### config.mk
export PLATFORM = sky130hd
export DESIGN_NAME = gyro_slope_and_rate_alarm
export DESIGN_NICKNAME = d
export VERILOG_FILES = /design/src/gyro_alarm_pkg.sv /design/src/gyro_slope_and_rate_alarm.sv
export SDC_FILE = /design/constraint.sdc
export NUM_CORES = 2
export LEC_CHECK = 0
export CAP_MARGIN = 20
export CORE_ASPECT_RATIO = 1.25
export CORE_MARGIN = 2
export CORE_UTILIZATION = 60
export CTS_CLUSTER_DIAMETER = 150
export DETAILED_ROUTE_END_ITERATION = 8
export DONT_BUFFER_PORTS = 1
export HOLD_SLACK_MARGIN = 0.08
export PLACE_DENSITY = 0.75
export SLEW_MARGIN = 10
export SYNTH_ARGS = -nofsm -noshare
export SYNTH_HDL_FRONTEND = slang
export SYNTH_SLANG_ARGS = --single-unit
### constraint.sdc
create_clock -name sys_clk -period 11.7 [get_ports sys_clk]
set_clock_uncertainty 0.15 [all_clocks]
set_input_delay 2.925 -clock sys_clk [delete_from_list [all_inputs] [get_ports sys_clk]]
set_output_delay 2.925 -clock sys_clk [all_outputs]
set_load 0.005 [all_outputs]
### src/gyro_alarm_pkg.sv
package gyro_alarm_pkg;
    localparam int SYS_CLK_HZ = 250_000_000;
    localparam int SLOPE_FS_MAX_HZ = 400;
    localparam int SLOPE_TICK_CYCLES = SYS_CLK_HZ / (4 * SLOPE_FS_MAX_HZ);
    localparam int HIGH_STEP_US = 2500;
    localparam int HIGH_STEP_CYCLES = SYS_CLK_HZ / 1_000_000 * HIGH_STEP_US;
    // bandwidth codes at or below this one run at the capped update rate
    localparam logic [2:0] BW_FS_CAP_CODE = 3'h2;

    localparam logic [7:0] IDX_STATUS = 8'h09;
    localparam logic [7:0] IDX_SLOPE_INFO = 8'h0B;
    localparam logic [7:0] IDX_FAST_INFO = 8'h0C;
    localparam logic [7:0] IDX_RO_LAST = 8'h0E;
    localparam logic [7:0] IDX_SLOPE_TH = 8'h1B;
    localparam logic [7:0] IDX_SLOPE_CFG = 8'h1C;
    localparam logic [7:0] IDX_INT_MODE = 8'h21;
    localparam logic [2:0][7:0] IDX_FAST_CFG = {8'h26, 8'h24, 8'h22};
    localparam logic [2:0][7:0] IDX_FAST_DUR = {8'h27, 8'h25, 8'h23};

    localparam int ST_SLOPE_BIT = 2;
    localparam int ST_FAST_BIT = 1;
    localparam int INFO_SIGN_BIT = 3;
    localparam int CFG_DUR_LSB = 4;
    localparam int FT_EN_BIT = 0;
    localparam int FT_TH_LSB = 1;
    localparam int FT_HY_LSB = 6;
    localparam int RESET_INT_BIT = 7;

    localparam logic [3:0] MODE_LATCHED_LO = 4'h7;
    localparam logic [3:0] MODE_LATCHED_HI = 4'hF;

    localparam logic [7:0] RST_SLOPE_TH = 8'h00;
    localparam logic [4:0] RST_SLOPE_CFG = 5'h00;
    localparam logic [3:0] RST_INT_MODE = 4'h0;
    localparam logic [7:0] RST_FAST_CFG = 8'h00;
    localparam logic [7:0] RST_FAST_DUR = 8'h00;

    // raw counts: 16-bit sample spans the full range, so steps are range independent
    localparam logic [16:0] FAST_ZERO_RAW = 17'h003FC;
    localparam logic [18:0] SLOPE_SCALE_NUM = 19'h00800;
    localparam logic [18:0] SLOPE_SCALE_DEN = 19'h0007D;
    localparam logic [4:0] SLOPE_CNT_MAX = 5'h10;

    typedef struct packed {
        logic [2:0][15:0] axis;
    } rate_sample_t;
endpackage

### src/gyro_slope_and_rate_alarm.sv
// The APB register port is this design's own decision.
`timescale 1ns/10ps
// Functional notes
// (RULE1) slope is absolute difference of successive samples
// (RULE2) slope threshold step 1 dps at 2000 range
// (RULE3) slope points at quarter update period, 400 Hz cap
// (RULE4) N consecutive points to set or clear, N=4..16
// (RULE5) per-axis slope enables, any enabled axis sets
// (RULE6) clear needs all enabled axes below; not latched
// (RULE7) slope state readable in status register
// (RULE8) one-hot slope trigger axis flags
// (RULE9) slope sign held until retrigger, one positive
// (RULE10) per-axis fast turn enables in three registers
// (RULE11) per-axis fast turn threshold, 62.5 dps step
// (RULE12) per-axis hysteresis, zero means 62.26 dps
// (RULE13) fast turn sets after threshold held for duration
// (RULE14) fast turn resets when all below threshold minus hysteresis
// (RULE15) duration is field plus one times 2.5 ms
// (RULE16) fast turn state in same status register
// (RULE17) one-hot fast turn axis, cleared with status
// (RULE18) fast turn sign stored, one positive
// (RULE19) common mode field; latched clears by reset write
// (RULE20) status updates on new data; disable clears
// (RULE21) comparisons in raw units for selected range
module gyro_slope_and_rate_alarm
    import gyro_alarm_pkg::*;
#(
    parameter int SLOPE_TICK = SLOPE_TICK_CYCLES,
    parameter int HIGH_STEP = HIGH_STEP_CYCLES
) (
    input wire logic sys_clk,
    input wire logic rst,
    input wire logic psel,
    input wire logic penable,
    input wire logic pwrite,
    input wire logic [11:0] paddr,
    input wire logic [31:0] pwdata,
    output logic [31:0] prdata,
    output logic pready,
    output logic pslverr,
    input wire logic rate_valid,
    input wire rate_sample_t rate_in,
    input wire logic [2:0] range_sel,
    input wire logic [2:0] bw_sel,
    output logic slope_event,
    output logic fast_turn_event
);
    logic [31:0] prdata_q, prdata_d;
    logic pready_q, pready_d, pslverr_q, pslverr_d;
    logic [7:0] slope_th_q, slope_th_d;
    logic [4:0] slope_cfg_q, slope_cfg_d;
    logic [3:0] mode_q, mode_d;
    logic [2:0][7:0] fast_cfg_q, fast_cfg_d, fast_dur_q, fast_dur_d;

    logic [2:0] range_q, range_d;
    logic [31:0] tick_cnt_q, tick_cnt_d;
    logic pend_q, pend_d, prev_ok_q, prev_ok_d;
    rate_sample_t prev_q, prev_d;
    logic [2:0][4:0] sl_up_q, sl_up_d, sl_dn_q, sl_dn_d;
    logic slope_q, slope_d, slope_sign_q, slope_sign_d;
    logic [2:0] slope_axis_q, slope_axis_d;
    logic [2:0] ft_above_q, ft_above_d;
    logic [2:0][31:0] ft_cnt_q, ft_cnt_d;
    logic fast_q, fast_d, fast_sign_q, fast_sign_d;
    logic [2:0] fast_axis_q, fast_axis_d;

    logic access, rd_sel, wr_fire, idx_ok, clr_wr, latched, point;
    logic [7:0] idx, rd_byte;
    logic [1:0] slope_dur;
    logic [2:0] slope_en, fast_en, sl_hi, sl_dir, ft_hi, ft_lo, ft_qual;
    logic [4:0] n_samp;
    logic [16:0] slope_thr;
    logic [2:0] shift;
    logic [31:0] tick_lim;

    assign access = psel && penable;
    assign idx = paddr[9:2];
    assign wr_fire = access && pready_q && pwrite && !pslverr_q;
    assign slope_dur = slope_cfg_q[4:3];
    assign slope_en = slope_cfg_q[2:0];
    assign n_samp = 5'(({3'h0, slope_dur} + 5'h01) << 2); // RULE4
    assign slope_thr = 17'((slope_th_q * SLOPE_SCALE_NUM) / SLOPE_SCALE_DEN); // RULE2 RULE21
    assign latched = (mode_q == MODE_LATCHED_LO) || (mode_q == MODE_LATCHED_HI); // RULE19
    assign clr_wr = wr_fire && (idx == IDX_INT_MODE) && pwdata[RESET_INT_BIT]; // RULE19
    // at or below the cap every bandwidth code shares the 1600 Hz point spacing
    assign shift = (bw_sel <= BW_FS_CAP_CODE) ? 3'h0 : 3'(bw_sel - BW_FS_CAP_CODE);
    assign tick_lim = 32'((SLOPE_TICK << shift) - 1); // RULE3
    assign point = rate_valid && pend_q; // RULE20

    genvar g;
    generate
        for (g = 0; g < 3; g++) begin : g_axis
            logic signed [16:0] diff;
            logic [16:0] dmag, mag, thr, hy;
            logic signed [17:0] low;
            assign diff = 17'($signed(rate_in.axis[g])) - 17'($signed(prev_q.axis[g]));
            assign dmag = diff[16] ? 17'(-diff) : diff; // RULE1
            assign sl_hi[g] = dmag > slope_thr; // RULE1
            assign sl_dir[g] = !diff[16]; // RULE9
            assign mag = rate_in.axis[g][15] ? 17'(-$signed({rate_in.axis[g][15],
                rate_in.axis[g]})) : {1'b0, rate_in.axis[g]};
            assign thr = {2'h0, fast_cfg_q[g][FT_TH_LSB +: 5], 10'h000} + FAST_ZERO_RAW; // RULE11
            assign hy = {5'h00, fast_cfg_q[g][FT_HY_LSB +: 2], 10'h000} + FAST_ZERO_RAW; // RULE12
            assign low = $signed({1'b0, thr}) - $signed({1'b0, hy});
            assign ft_hi[g] = mag > thr; // RULE13
            assign ft_lo[g] = $signed({1'b0, mag}) < low; // RULE14
            assign fast_en[g] = fast_cfg_q[g][FT_EN_BIT]; // RULE10
            assign ft_qual[g] = fast_en[g] && ft_hi[g] && ft_above_q[g] &&
                (ft_cnt_q[g] >= 32'((fast_dur_q[g] + 32'h1) * HIGH_STEP)); // RULE13 RULE15
        end
    endgenerate

    always_comb begin
        idx_ok = (paddr[1:0] == 2'h0) && (paddr[11:10] == 2'h0) &&
            ((idx == IDX_STATUS) || (idx == IDX_SLOPE_INFO) || (idx == IDX_FAST_INFO) ||
            (idx == IDX_SLOPE_TH) || (idx == IDX_SLOPE_CFG) || (idx == IDX_INT_MODE) ||
            (idx == IDX_FAST_CFG[0]) || (idx == IDX_FAST_CFG[1]) || (idx == IDX_FAST_CFG[2]) ||
            (idx == IDX_FAST_DUR[0]) || (idx == IDX_FAST_DUR[1]) || (idx == IDX_FAST_DUR[2]));
        rd_byte = 8'h00;
        case (idx)
            IDX_STATUS: begin
                rd_byte[ST_SLOPE_BIT] = slope_q; // RULE7
                rd_byte[ST_FAST_BIT] = fast_q; // RULE16
            end
            IDX_SLOPE_INFO: rd_byte = {4'h0, slope_sign_q, slope_axis_q}; // RULE8 RULE9
            IDX_FAST_INFO: rd_byte = {4'h0, fast_sign_q, fast_axis_q}; // RULE17 RULE18
            IDX_SLOPE_TH: rd_byte = slope_th_q;
            IDX_SLOPE_CFG: rd_byte = {2'h0, slope_dur, 1'b0, slope_en};
            IDX_INT_MODE: rd_byte = {4'h0, mode_q};
            IDX_FAST_CFG[0]: rd_byte = fast_cfg_q[0];
            IDX_FAST_CFG[1]: rd_byte = fast_cfg_q[1];
            IDX_FAST_CFG[2]: rd_byte = fast_cfg_q[2];
            IDX_FAST_DUR[0]: rd_byte = fast_dur_q[0];
            IDX_FAST_DUR[1]: rd_byte = fast_dur_q[1];
            IDX_FAST_DUR[2]: rd_byte = fast_dur_q[2];
            default: rd_byte = 8'h00;
        endcase
        rd_sel = access && !pready_q;
        pready_d = rd_sel;
        pslverr_d = rd_sel && (!idx_ok || (pwrite && (idx <= IDX_RO_LAST)));
        prdata_d = (rd_sel && !pwrite && idx_ok) ? {24'h000000, rd_byte} : 32'h00000000;
        slope_th_d = slope_th_q;
        slope_cfg_d = slope_cfg_q;
        mode_d = mode_q;
        fast_cfg_d = fast_cfg_q;
        fast_dur_d = fast_dur_q;
        if (wr_fire) begin
            if (idx == IDX_SLOPE_TH) begin
                slope_th_d = pwdata[7:0];
            end
            if (idx == IDX_SLOPE_CFG) begin
                slope_cfg_d = {pwdata[CFG_DUR_LSB +: 2], pwdata[2:0]}; // RULE4 RULE5
            end
            if (idx == IDX_INT_MODE) begin
                mode_d = pwdata[3:0]; // RULE19
            end
            for (int i = 0; i < 3; i++) begin
                if (idx == IDX_FAST_CFG[i]) begin
                    fast_cfg_d[i] = pwdata[7:0]; // RULE10
                end
                if (idx == IDX_FAST_DUR[i]) begin
                    fast_dur_d[i] = pwdata[7:0]; // RULE15
                end
            end
        end
    end

    always_ff @(posedge sys_clk) begin
        if (rst) begin
            prdata_q <= 32'h00000000;
            pready_q <= 1'b0;
            pslverr_q <= 1'b0;
            slope_th_q <= RST_SLOPE_TH;
            slope_cfg_q <= RST_SLOPE_CFG;
            mode_q <= RST_INT_MODE;
            fast_cfg_q <= {3{RST_FAST_CFG}};
            fast_dur_q <= {3{RST_FAST_DUR}};
        end else begin
            prdata_q <= prdata_d;
            pready_q <= pready_d;
            pslverr_q <= pslverr_d;
            slope_th_q <= slope_th_d;
            slope_cfg_q <= slope_cfg_d;
            mode_q <= mode_d;
            fast_cfg_q <= fast_cfg_d;
            fast_dur_q <= fast_dur_d;
        end
    end

    always_comb begin
        logic set_any, clr_all, range_chg, fset, fclr;
        logic [2:0] hit, fhit;
        set_any = 1'b0;
        clr_all = 1'b1;
        fset = 1'b0;
        fclr = 1'b1;
        hit = 3'h0;
        fhit = 3'h0;
        range_chg = range_sel != range_q;
        range_d = range_sel;
        // a range switch rescales every sample, so old history is dropped
        tick_cnt_d = (tick_cnt_q >= tick_lim) ? 32'h0 : tick_cnt_q + 32'h1; // RULE3
        pend_d = (pend_q && !point) || (tick_cnt_q >= tick_lim); // RULE3
        prev_d = point ? rate_in : prev_q;
        prev_ok_d = prev_ok_q || point;
        sl_up_d = sl_up_q;
        sl_dn_d = sl_dn_q;
        ft_above_d = ft_above_q;
        ft_cnt_d = ft_cnt_q;
        slope_d = slope_q;
        slope_axis_d = slope_axis_q;
        slope_sign_d = slope_sign_q;
        fast_d = fast_q;
        fast_axis_d = fast_axis_q;
        fast_sign_d = fast_sign_q;
        for (int i = 0; i < 3; i++) begin
            if (!slope_en[i] || range_chg) begin
                sl_up_d[i] = 5'h00;
                sl_dn_d[i] = 5'h00;
            end else if (point && prev_ok_q) begin
                sl_up_d[i] = sl_hi[i] ? ((sl_up_q[i] < SLOPE_CNT_MAX) ? sl_up_q[i] + 5'h01 :
                    SLOPE_CNT_MAX) : 5'h00; // RULE4
                sl_dn_d[i] = sl_hi[i] ? 5'h00 : ((sl_dn_q[i] < SLOPE_CNT_MAX) ?
                    sl_dn_q[i] + 5'h01 : SLOPE_CNT_MAX); // RULE4
            end
            if (slope_en[i] && (sl_up_d[i] >= n_samp) && !hit[0] && !hit[1]) begin
                hit[i] = 1'b1; // RULE5 RULE8
            end
            if (slope_en[i] && (sl_dn_d[i] < n_samp)) begin
                clr_all = 1'b0; // RULE6
            end
            ft_cnt_d[i] = (ft_above_q[i] && !range_chg) ? ((ft_cnt_q[i] == 32'hFFFFFFFF) ?
                ft_cnt_q[i] : ft_cnt_q[i] + 32'h1) : 32'h0; // RULE15
            if (rate_valid) begin
                ft_above_d[i] = fast_en[i] && ft_hi[i]; // RULE13
                if (ft_qual[i] && !fset) begin
                    fset = 1'b1;
                    fhit[i] = 1'b1; // RULE13 RULE17
                end
                if (fast_en[i] && !ft_lo[i]) begin
                    fclr = 1'b0; // RULE14
                end
            end
        end
        set_any = point && prev_ok_q && (hit != 3'h0);
        // clears first so that a fresh trigger in the same cycle wins
        if ((latched && clr_wr) || (!latched && point && prev_ok_q && clr_all)) begin
            slope_d = 1'b0; // RULE6 RULE19
        end
        if (set_any && !(slope_q && !clr_wr)) begin
            slope_d = 1'b1; // RULE5 RULE20
            slope_axis_d = hit; // RULE8
            slope_sign_d = |(hit & sl_dir); // RULE9
        end
        if ((latched && clr_wr) || (!latched && rate_valid && fclr)) begin
            fast_d = 1'b0; // RULE14 RULE19
            fast_axis_d = 3'h0; // RULE17
        end
        if (rate_valid && fset && !(fast_q && !clr_wr)) begin
            fast_d = 1'b1; // RULE13 RULE20
            fast_axis_d = fhit; // RULE17
            fast_sign_d = |(fhit & ~{rate_in.axis[2][15], rate_in.axis[1][15],
                rate_in.axis[0][15]}); // RULE18
        end
        if (slope_en == 3'h0) begin
            slope_d = 1'b0; // RULE20
        end
        if (fast_en == 3'h0) begin
            fast_d = 1'b0; // RULE20
            fast_axis_d = 3'h0; // RULE17
        end
    end

    always_ff @(posedge sys_clk) begin
        if (rst) begin
            range_q <= 3'h0;
            tick_cnt_q <= 32'h0;
            pend_q <= 1'b0;
            prev_ok_q <= 1'b0;
            prev_q <= '0;
            sl_up_q <= '0;
            sl_dn_q <= '0;
            ft_above_q <= 3'h0;
            ft_cnt_q <= '0;
            slope_q <= 1'b0;
            slope_axis_q <= 3'h0;
            slope_sign_q <= 1'b0;
            fast_q <= 1'b0;
            fast_axis_q <= 3'h0;
            fast_sign_q <= 1'b0;
        end else begin
            range_q <= range_d;
            tick_cnt_q <= tick_cnt_d;
            pend_q <= pend_d;
            prev_ok_q <= prev_ok_d;
            prev_q <= prev_d;
            sl_up_q <= sl_up_d;
            sl_dn_q <= sl_dn_d;
            ft_above_q <= ft_above_d;
            ft_cnt_q <= ft_cnt_d;
            slope_q <= slope_d;
            slope_axis_q <= slope_axis_d;
            slope_sign_q <= slope_sign_d;
            fast_q <= fast_d;
            fast_axis_q <= fast_axis_d;
            fast_sign_q <= fast_sign_d;
        end
    end

    assign prdata = prdata_q;
    assign pready = pready_q;
    assign pslverr = pslverr_q;
    assign slope_event = slope_q;
    assign fast_turn_event = fast_q;
endmodule

; ---- Word-level counts from Yosys, hierarchy flattened
; Cells that the tools add are included.
[op_classes]
add_sub_neg = 34
mul = 3
div = 1
magnitude_cmp = 27
n_eq_ne = 18
n_shift = 1
n_mux = 62
n_bitwise = 7
n_reduce_logical = 122
[op_table]
columns = op, n
row1 = $add 32x1->32 const B, 4
row2 = $mux 5, 24
row3 = $mux 17, 6
row4 = $eq 32x32->1 const B, 3
row5 = $ge 32x29->1, 3
row6 = $mul 9x17->26 const B, 3
row7 = $eq 8x6->1 const B, 7
row8 = $pmux 5 s11, 1
row9 = $logic_and 1x1->1, 54
row10 = $lt 18x17->1, 3
row11 = $gt 17x16->1, 3
row12 = $gt 17x17->1, 3
row13 = $neg 16->17, 3
row14 = $neg 17->17, 3
row15 = $sub 16x13->17, 3
row16 = $sub 16x16->17, 3
row17 = $add 15x10->16 const B, 3
row18 = $add 12x10->13 const B, 3
row19 = $ge 32x32->1, 1
row20 = $shl 18x3->32 const A, 1
row21 = $sub 32x2->32 const B, 1
row22 = $add 5x1->5 const B, 6
row23 = $lt 5x5->1 const B, 6
row24 = $add 8x1->9 const B, 3
row25 = other kinds (28), 125
[word_totals]
register_bits = 323
input_bits = 104
out_inout_bits = 36
elab_cells = 311

; ---- Longest topological paths before layout
[depth]
word_depth = 20
mapped_depth = 63
depth_no_buf = 58

; ---- Least setup slack after synthesis
; Ideal clock, no wire load.
[synth_path]
kind = reg2reg
start = register slope_th_q[5]
end = register slope_sign_q
setup_ns = 0.120
arrival_time_ns = 10.969
required_ns = 11.430
setup_slack_ns = 0.461
stages_incl_launch_ff = 60
path_buffers = 4
synth_period_minus_slack_ns = 11.239
cell_sequence = dfxtp_1 > buf_6 > and4_1 > a21boi_1 > nor3_1 > o21bai_1 > inv_1 > ha_1 > and2_1 > o21a_1 > a31oi_1 > nor2_1 > ha_1 > clkbuf_1 > inv_1 > o32ai_1 > a311oi_2 > nor4_2 > [... 24 more ...] > o21ai_0 > o41ai_1 > and2_1 > o2111a_1 > or2_2 > nand2_1 > nand3_1 > a21oi_1 > ha_1 > nor2b_1 > o21ai_0 > nand2b_1 > or4_1 > o31a_1 > a21oi_1 > a21o_1 > nand2b_1 > o31ai_1
[synth_lines]
columns = element, line
row1 = start: declaration, gyro_slope_and_rate_alarm.sv:50  ; logic [7:0] slope_th_q, slope_th_d;
row2 = start signal: assignment, gyro_slope_and_rate_alarm.sv:182  ; slope_th_q <= slope_th_d;
row3 = end signal: assignment, gyro_slope_and_rate_alarm.sv:303  ; slope_sign_q <= slope_sign_d;
row4 = end: declaration, gyro_slope_and_rate_alarm.sv:60  ; logic slope_q, slope_d, slope_sign_q, slope_sign_d;

==> flow_metrics.tcl <==
set metrics [dict create \
    place.port_buffers 0 \
    drive_gt1_frac 0.0624 \
    core-area_mm2 0.0502 \
    worst_slew_margin_rel 0.223 \
    cts-buffers-inserted 37 \
    layout_commonest_cell "sky130_fd_sc_hd__ha_1" \
    placed_area_mm2 0.0312 \
    ctsLongestPathBuffers 3 \
    vias 26500 \
    ctsHtreeMaxLevel 2 \
    drt.antenna.violating_nets 0 \
    r2r_depth 57 \
    hold_path_depth 2 \
    synth_seq_cells 299 \
    layout.nets 4547 \
    path_buf_inv 4 \
    die-height_um 256 \
    die_w_um 205 \
    timing.final.max_slew_violations 0 \
    critical_path_class "register to register" \
    ys_seq_area_frac 0.197 \
    routabilityCongestion 0.957 \
    setup_viol_count_final 0 \
    crit_path_top_delay_cell "sky130_fd_sc_hd__or4_4" \
    yosysUniqueCellTypes 111 \
    design.portCount 140 \
    final_min_period_over_clock_period 0.949 \
    postSynth.topFlopCell "sky130_fd_sc_hd__dfxtp_1" \
    grt_antenna_before_repair 1 \
    clkTransAtPathRegs_ns 0.06 \
    grt_first_pass_wirelength_um 122000 \
    clock_sinks 299 \
    peak_supply_drop_mv 0.110 \
    avgSynthCellArea_um2 7.86 \
    layout_common_cells "477 x sky130_fd_sc_hd__ha_1, 457 x sky130_fd_sc_hd__inv_1, 375 x sky130_fd_sc_hd__nand2_1, 329 x sky130_fd_sc_hd__nor2_1, 296 x sky130_fd_sc_hd__dfxtp_1" \
    dp.cells 4484 \
    cp-end-kind "register" \
    total_leakage_power_nw 14.1 \
    critical_path_cell_count 57 \
    overflow_after_grt 0 \
    synthToLayoutAreaGrowth_pct 7.92 \
    grt_usage 0.281 \
    p_per_area_mw_per_mm2 79.5 \
    start_util 0.606 \
    post_detailed_route_via_to_cell_ratio 5.81 \
    place.detailed.hpwl_um 57500 \
    setup.worst_path.start_class "register" \
    std_cell_rows 92 \
    critical-path-max-stage-delay_ns 0.53 \
    report.final.hold_viol_count 0 \
    layout.filler_cells 4504 \
    hold_path.class "register to register" \
    instance_count_of_the_mapped_netlist 3866 \
    synth_edf_count 0 \
    detail_route.wl_per_cell_um 16.3 \
    syn_std_cell_area_mm2 0.0304 \
    antennaDiodeCount 0 \
    pin_count_of_the_biggest_net_entering_global_routing 140 \
    stdcell_count 4567 \
    crit_arrival_ns 11.42 \
    final_non_filler_cell_area_mm2 0.0328 \
    critical_path.max_fanout 5 \
    clk_root_buffer_cell "sky130_fd_sc_hd__clkbuf_16" \
    synthArstFlopShare 0 \
    dieArea_mm2 0.0525 \
    cp.required_ns 12.01 \
    count_of_yosys_warnings_during_synthesis 0 \
    max_clock_freq_ghz 0.0901 \
    clock_tree_from_tritoncts "yes" \
    maxCapViolations 0 \
    timing.final.crit_period_ns 11.10 \
    max_slew.worst_pin.slew_ns 1.16 \
    iter_0_drt_violations 1672 \
    drc 0 \
    drt_first_pass_iters 6 \
    ctsHoldBuffers 0 \
    clk_latency_ns 0.57 \
    number_of_global_route_vias_before_repair 25300 \
    cpLargestDelayFamily "simple AND/OR/NAND/NOR gates" \
    status "completed" \
    routed_wirelength_um 74300 \
]
layout make-up:
cell class              count  area (um2)  area share
flip-flops and latches    299        5990       0.183
clock inverters            18         196     0.00599
inverters                 458        1720      0.0525
multi-input cells        3006       22400       0.683
repair buffers             79         614      0.0187
clock buffers              49        1060      0.0324
well taps                 658         823      0.0251
final timing paths:
check | from | endpoint | slack, ns
max | slope_th_q[4] | slope_sign_q | 0.60
min | prev_q[46] | prev_q[46] | 0.30
max reg2reg | slope_th_q[4] | slope_sign_q | 0.60
min reg2reg | prev_q[46] | prev_q[46] | 0.30
cell families (layout without fill, tap and decap cells):
family                   count (synthesis)  count (layout)  synth area share
flip-flops                             299             299             0.197
AND/OR/NAND/NOR                       1317            1317             0.208
adder cells (fa/ha/maj)                563             563             0.252
other                                    1              31          0.000123
buffers and inverters                  591             604            0.0777
multiplexers                            61              61            0.0217
AO/OA/AOI/OAI                          760             760             0.163
XOR/XNOR                               274             274            0.0792
worst register-to-register path, delay by kind of cell (launching register included):
family                   cells  cell delay [ns]
AO/OA/AOI/OAI               23             4.07
XOR/XNOR                     1             0.15
adder cells (fa/ha/maj)      4             1.01
buffers and inverters        4             0.54
flip-flops                   1             0.39
AND/OR/NAND/NOR             25             4.71
synthesized netlist by cell type, types with 38 or more instances:
library cell	instances	area share
sky130_fd_sc_hd__ha_1	478	0.20
sky130_fd_sc_hd__inv_1	457	0.056
sky130_fd_sc_hd__nand2_1	377	0.047
sky130_fd_sc_hd__nor2_1	330	0.041
sky130_fd_sc_hd__dfxtp_1	299	0.20
sky130_fd_sc_hd__a21oi_1	255	0.042
sky130_fd_sc_hd__xnor2_1	164	0.047
sky130_fd_sc_hd__o21ai_0	134	0.022
sky130_fd_sc_hd__nand3_1	131	0.022
sky130_fd_sc_hd__xor2_1	109	0.031
sky130_fd_sc_hd__nor3_1	101	0.017
sky130_fd_sc_hd__clkbuf_1	86	0.011
sky130_fd_sc_hd__fa_1	84	0.055
sky130_fd_sc_hd__o21a_1	54	0.013
sky130_fd_sc_hd__and3_1	52	0.011
sky130_fd_sc_hd__mux2i_1	51	0.017
sky130_fd_sc_hd__nand4_1	48	0.0099
sky130_fd_sc_hd__o21bai_1	48	0.012
sky130_fd_sc_hd__or3_1	45	0.0093
sky130_fd_sc_hd__a21o_1	44	0.011
sky130_fd_sc_hd__nor2b_1	42	0.0086
sky130_fd_sc_hd__nor4_1	40	0.0082
sky130_fd_sc_hd__nand2b_1	38	0.0078
through the flow:
step / power, mW / hold slack (ns) / utilization / setup WS (ns) / TNS, ns
floorplan: 1.37 / 0.282 / - / 0.461 / 0
global route: 2.73 / 0.320 / 0.654 / -0.0843 / -0.295
CTS: 2.63 / 0.303 / 0.646 / 0.0145 / 0
finish: 2.61 / 0.303 / 0.654 / 0.596 / 0
global placement: 1.41 / 0.289 / 0.621 / 0.185 / 0
detailed placement: 1.42 / 0.293 / 0.621 / 0.102 / 0
sequential cells by signal, summed over array words and instances (netlist names), 4 cells and up:
signal       cells
fast_cfg_q      24
fast_dur_q      24
ft_cnt_q        96
mode_q           4
prdata           8
prev_q          48
sl_dn_q         15
sl_up_q         15
slope_cfg_q      5
slope_th_q       8
tick_cnt_q      32
what timing repair did:
action,in CTS,in global routing
setup endpoints to repair,0,5
resized for setup,0,55
buffers inserted,0,13
where the power goes:
group,internal [mW],switching [mW]
registers,1.03,0.00497
logic,0.163,0.209
clock network,0.711,0.493
layer usage:
| metal | share of wire | global-route usage | up-vias | wire, um |
|---|---|---|---|---|
| li1 | - | - | 13300 | - |
| met1 | 0.42 | 0.353 | 12400 | 31500 |
| met2 | 0.48 | 0.483 | 617 | 35500 |
| met3 | 0.059 | 0.0455 | 180 | 4410 |
| met4 | 0.038 | 0.0979 | 0 | 2840 |
| met5 | 0 | 0 | - | 0 |
(Power assumes the default switching activity.)
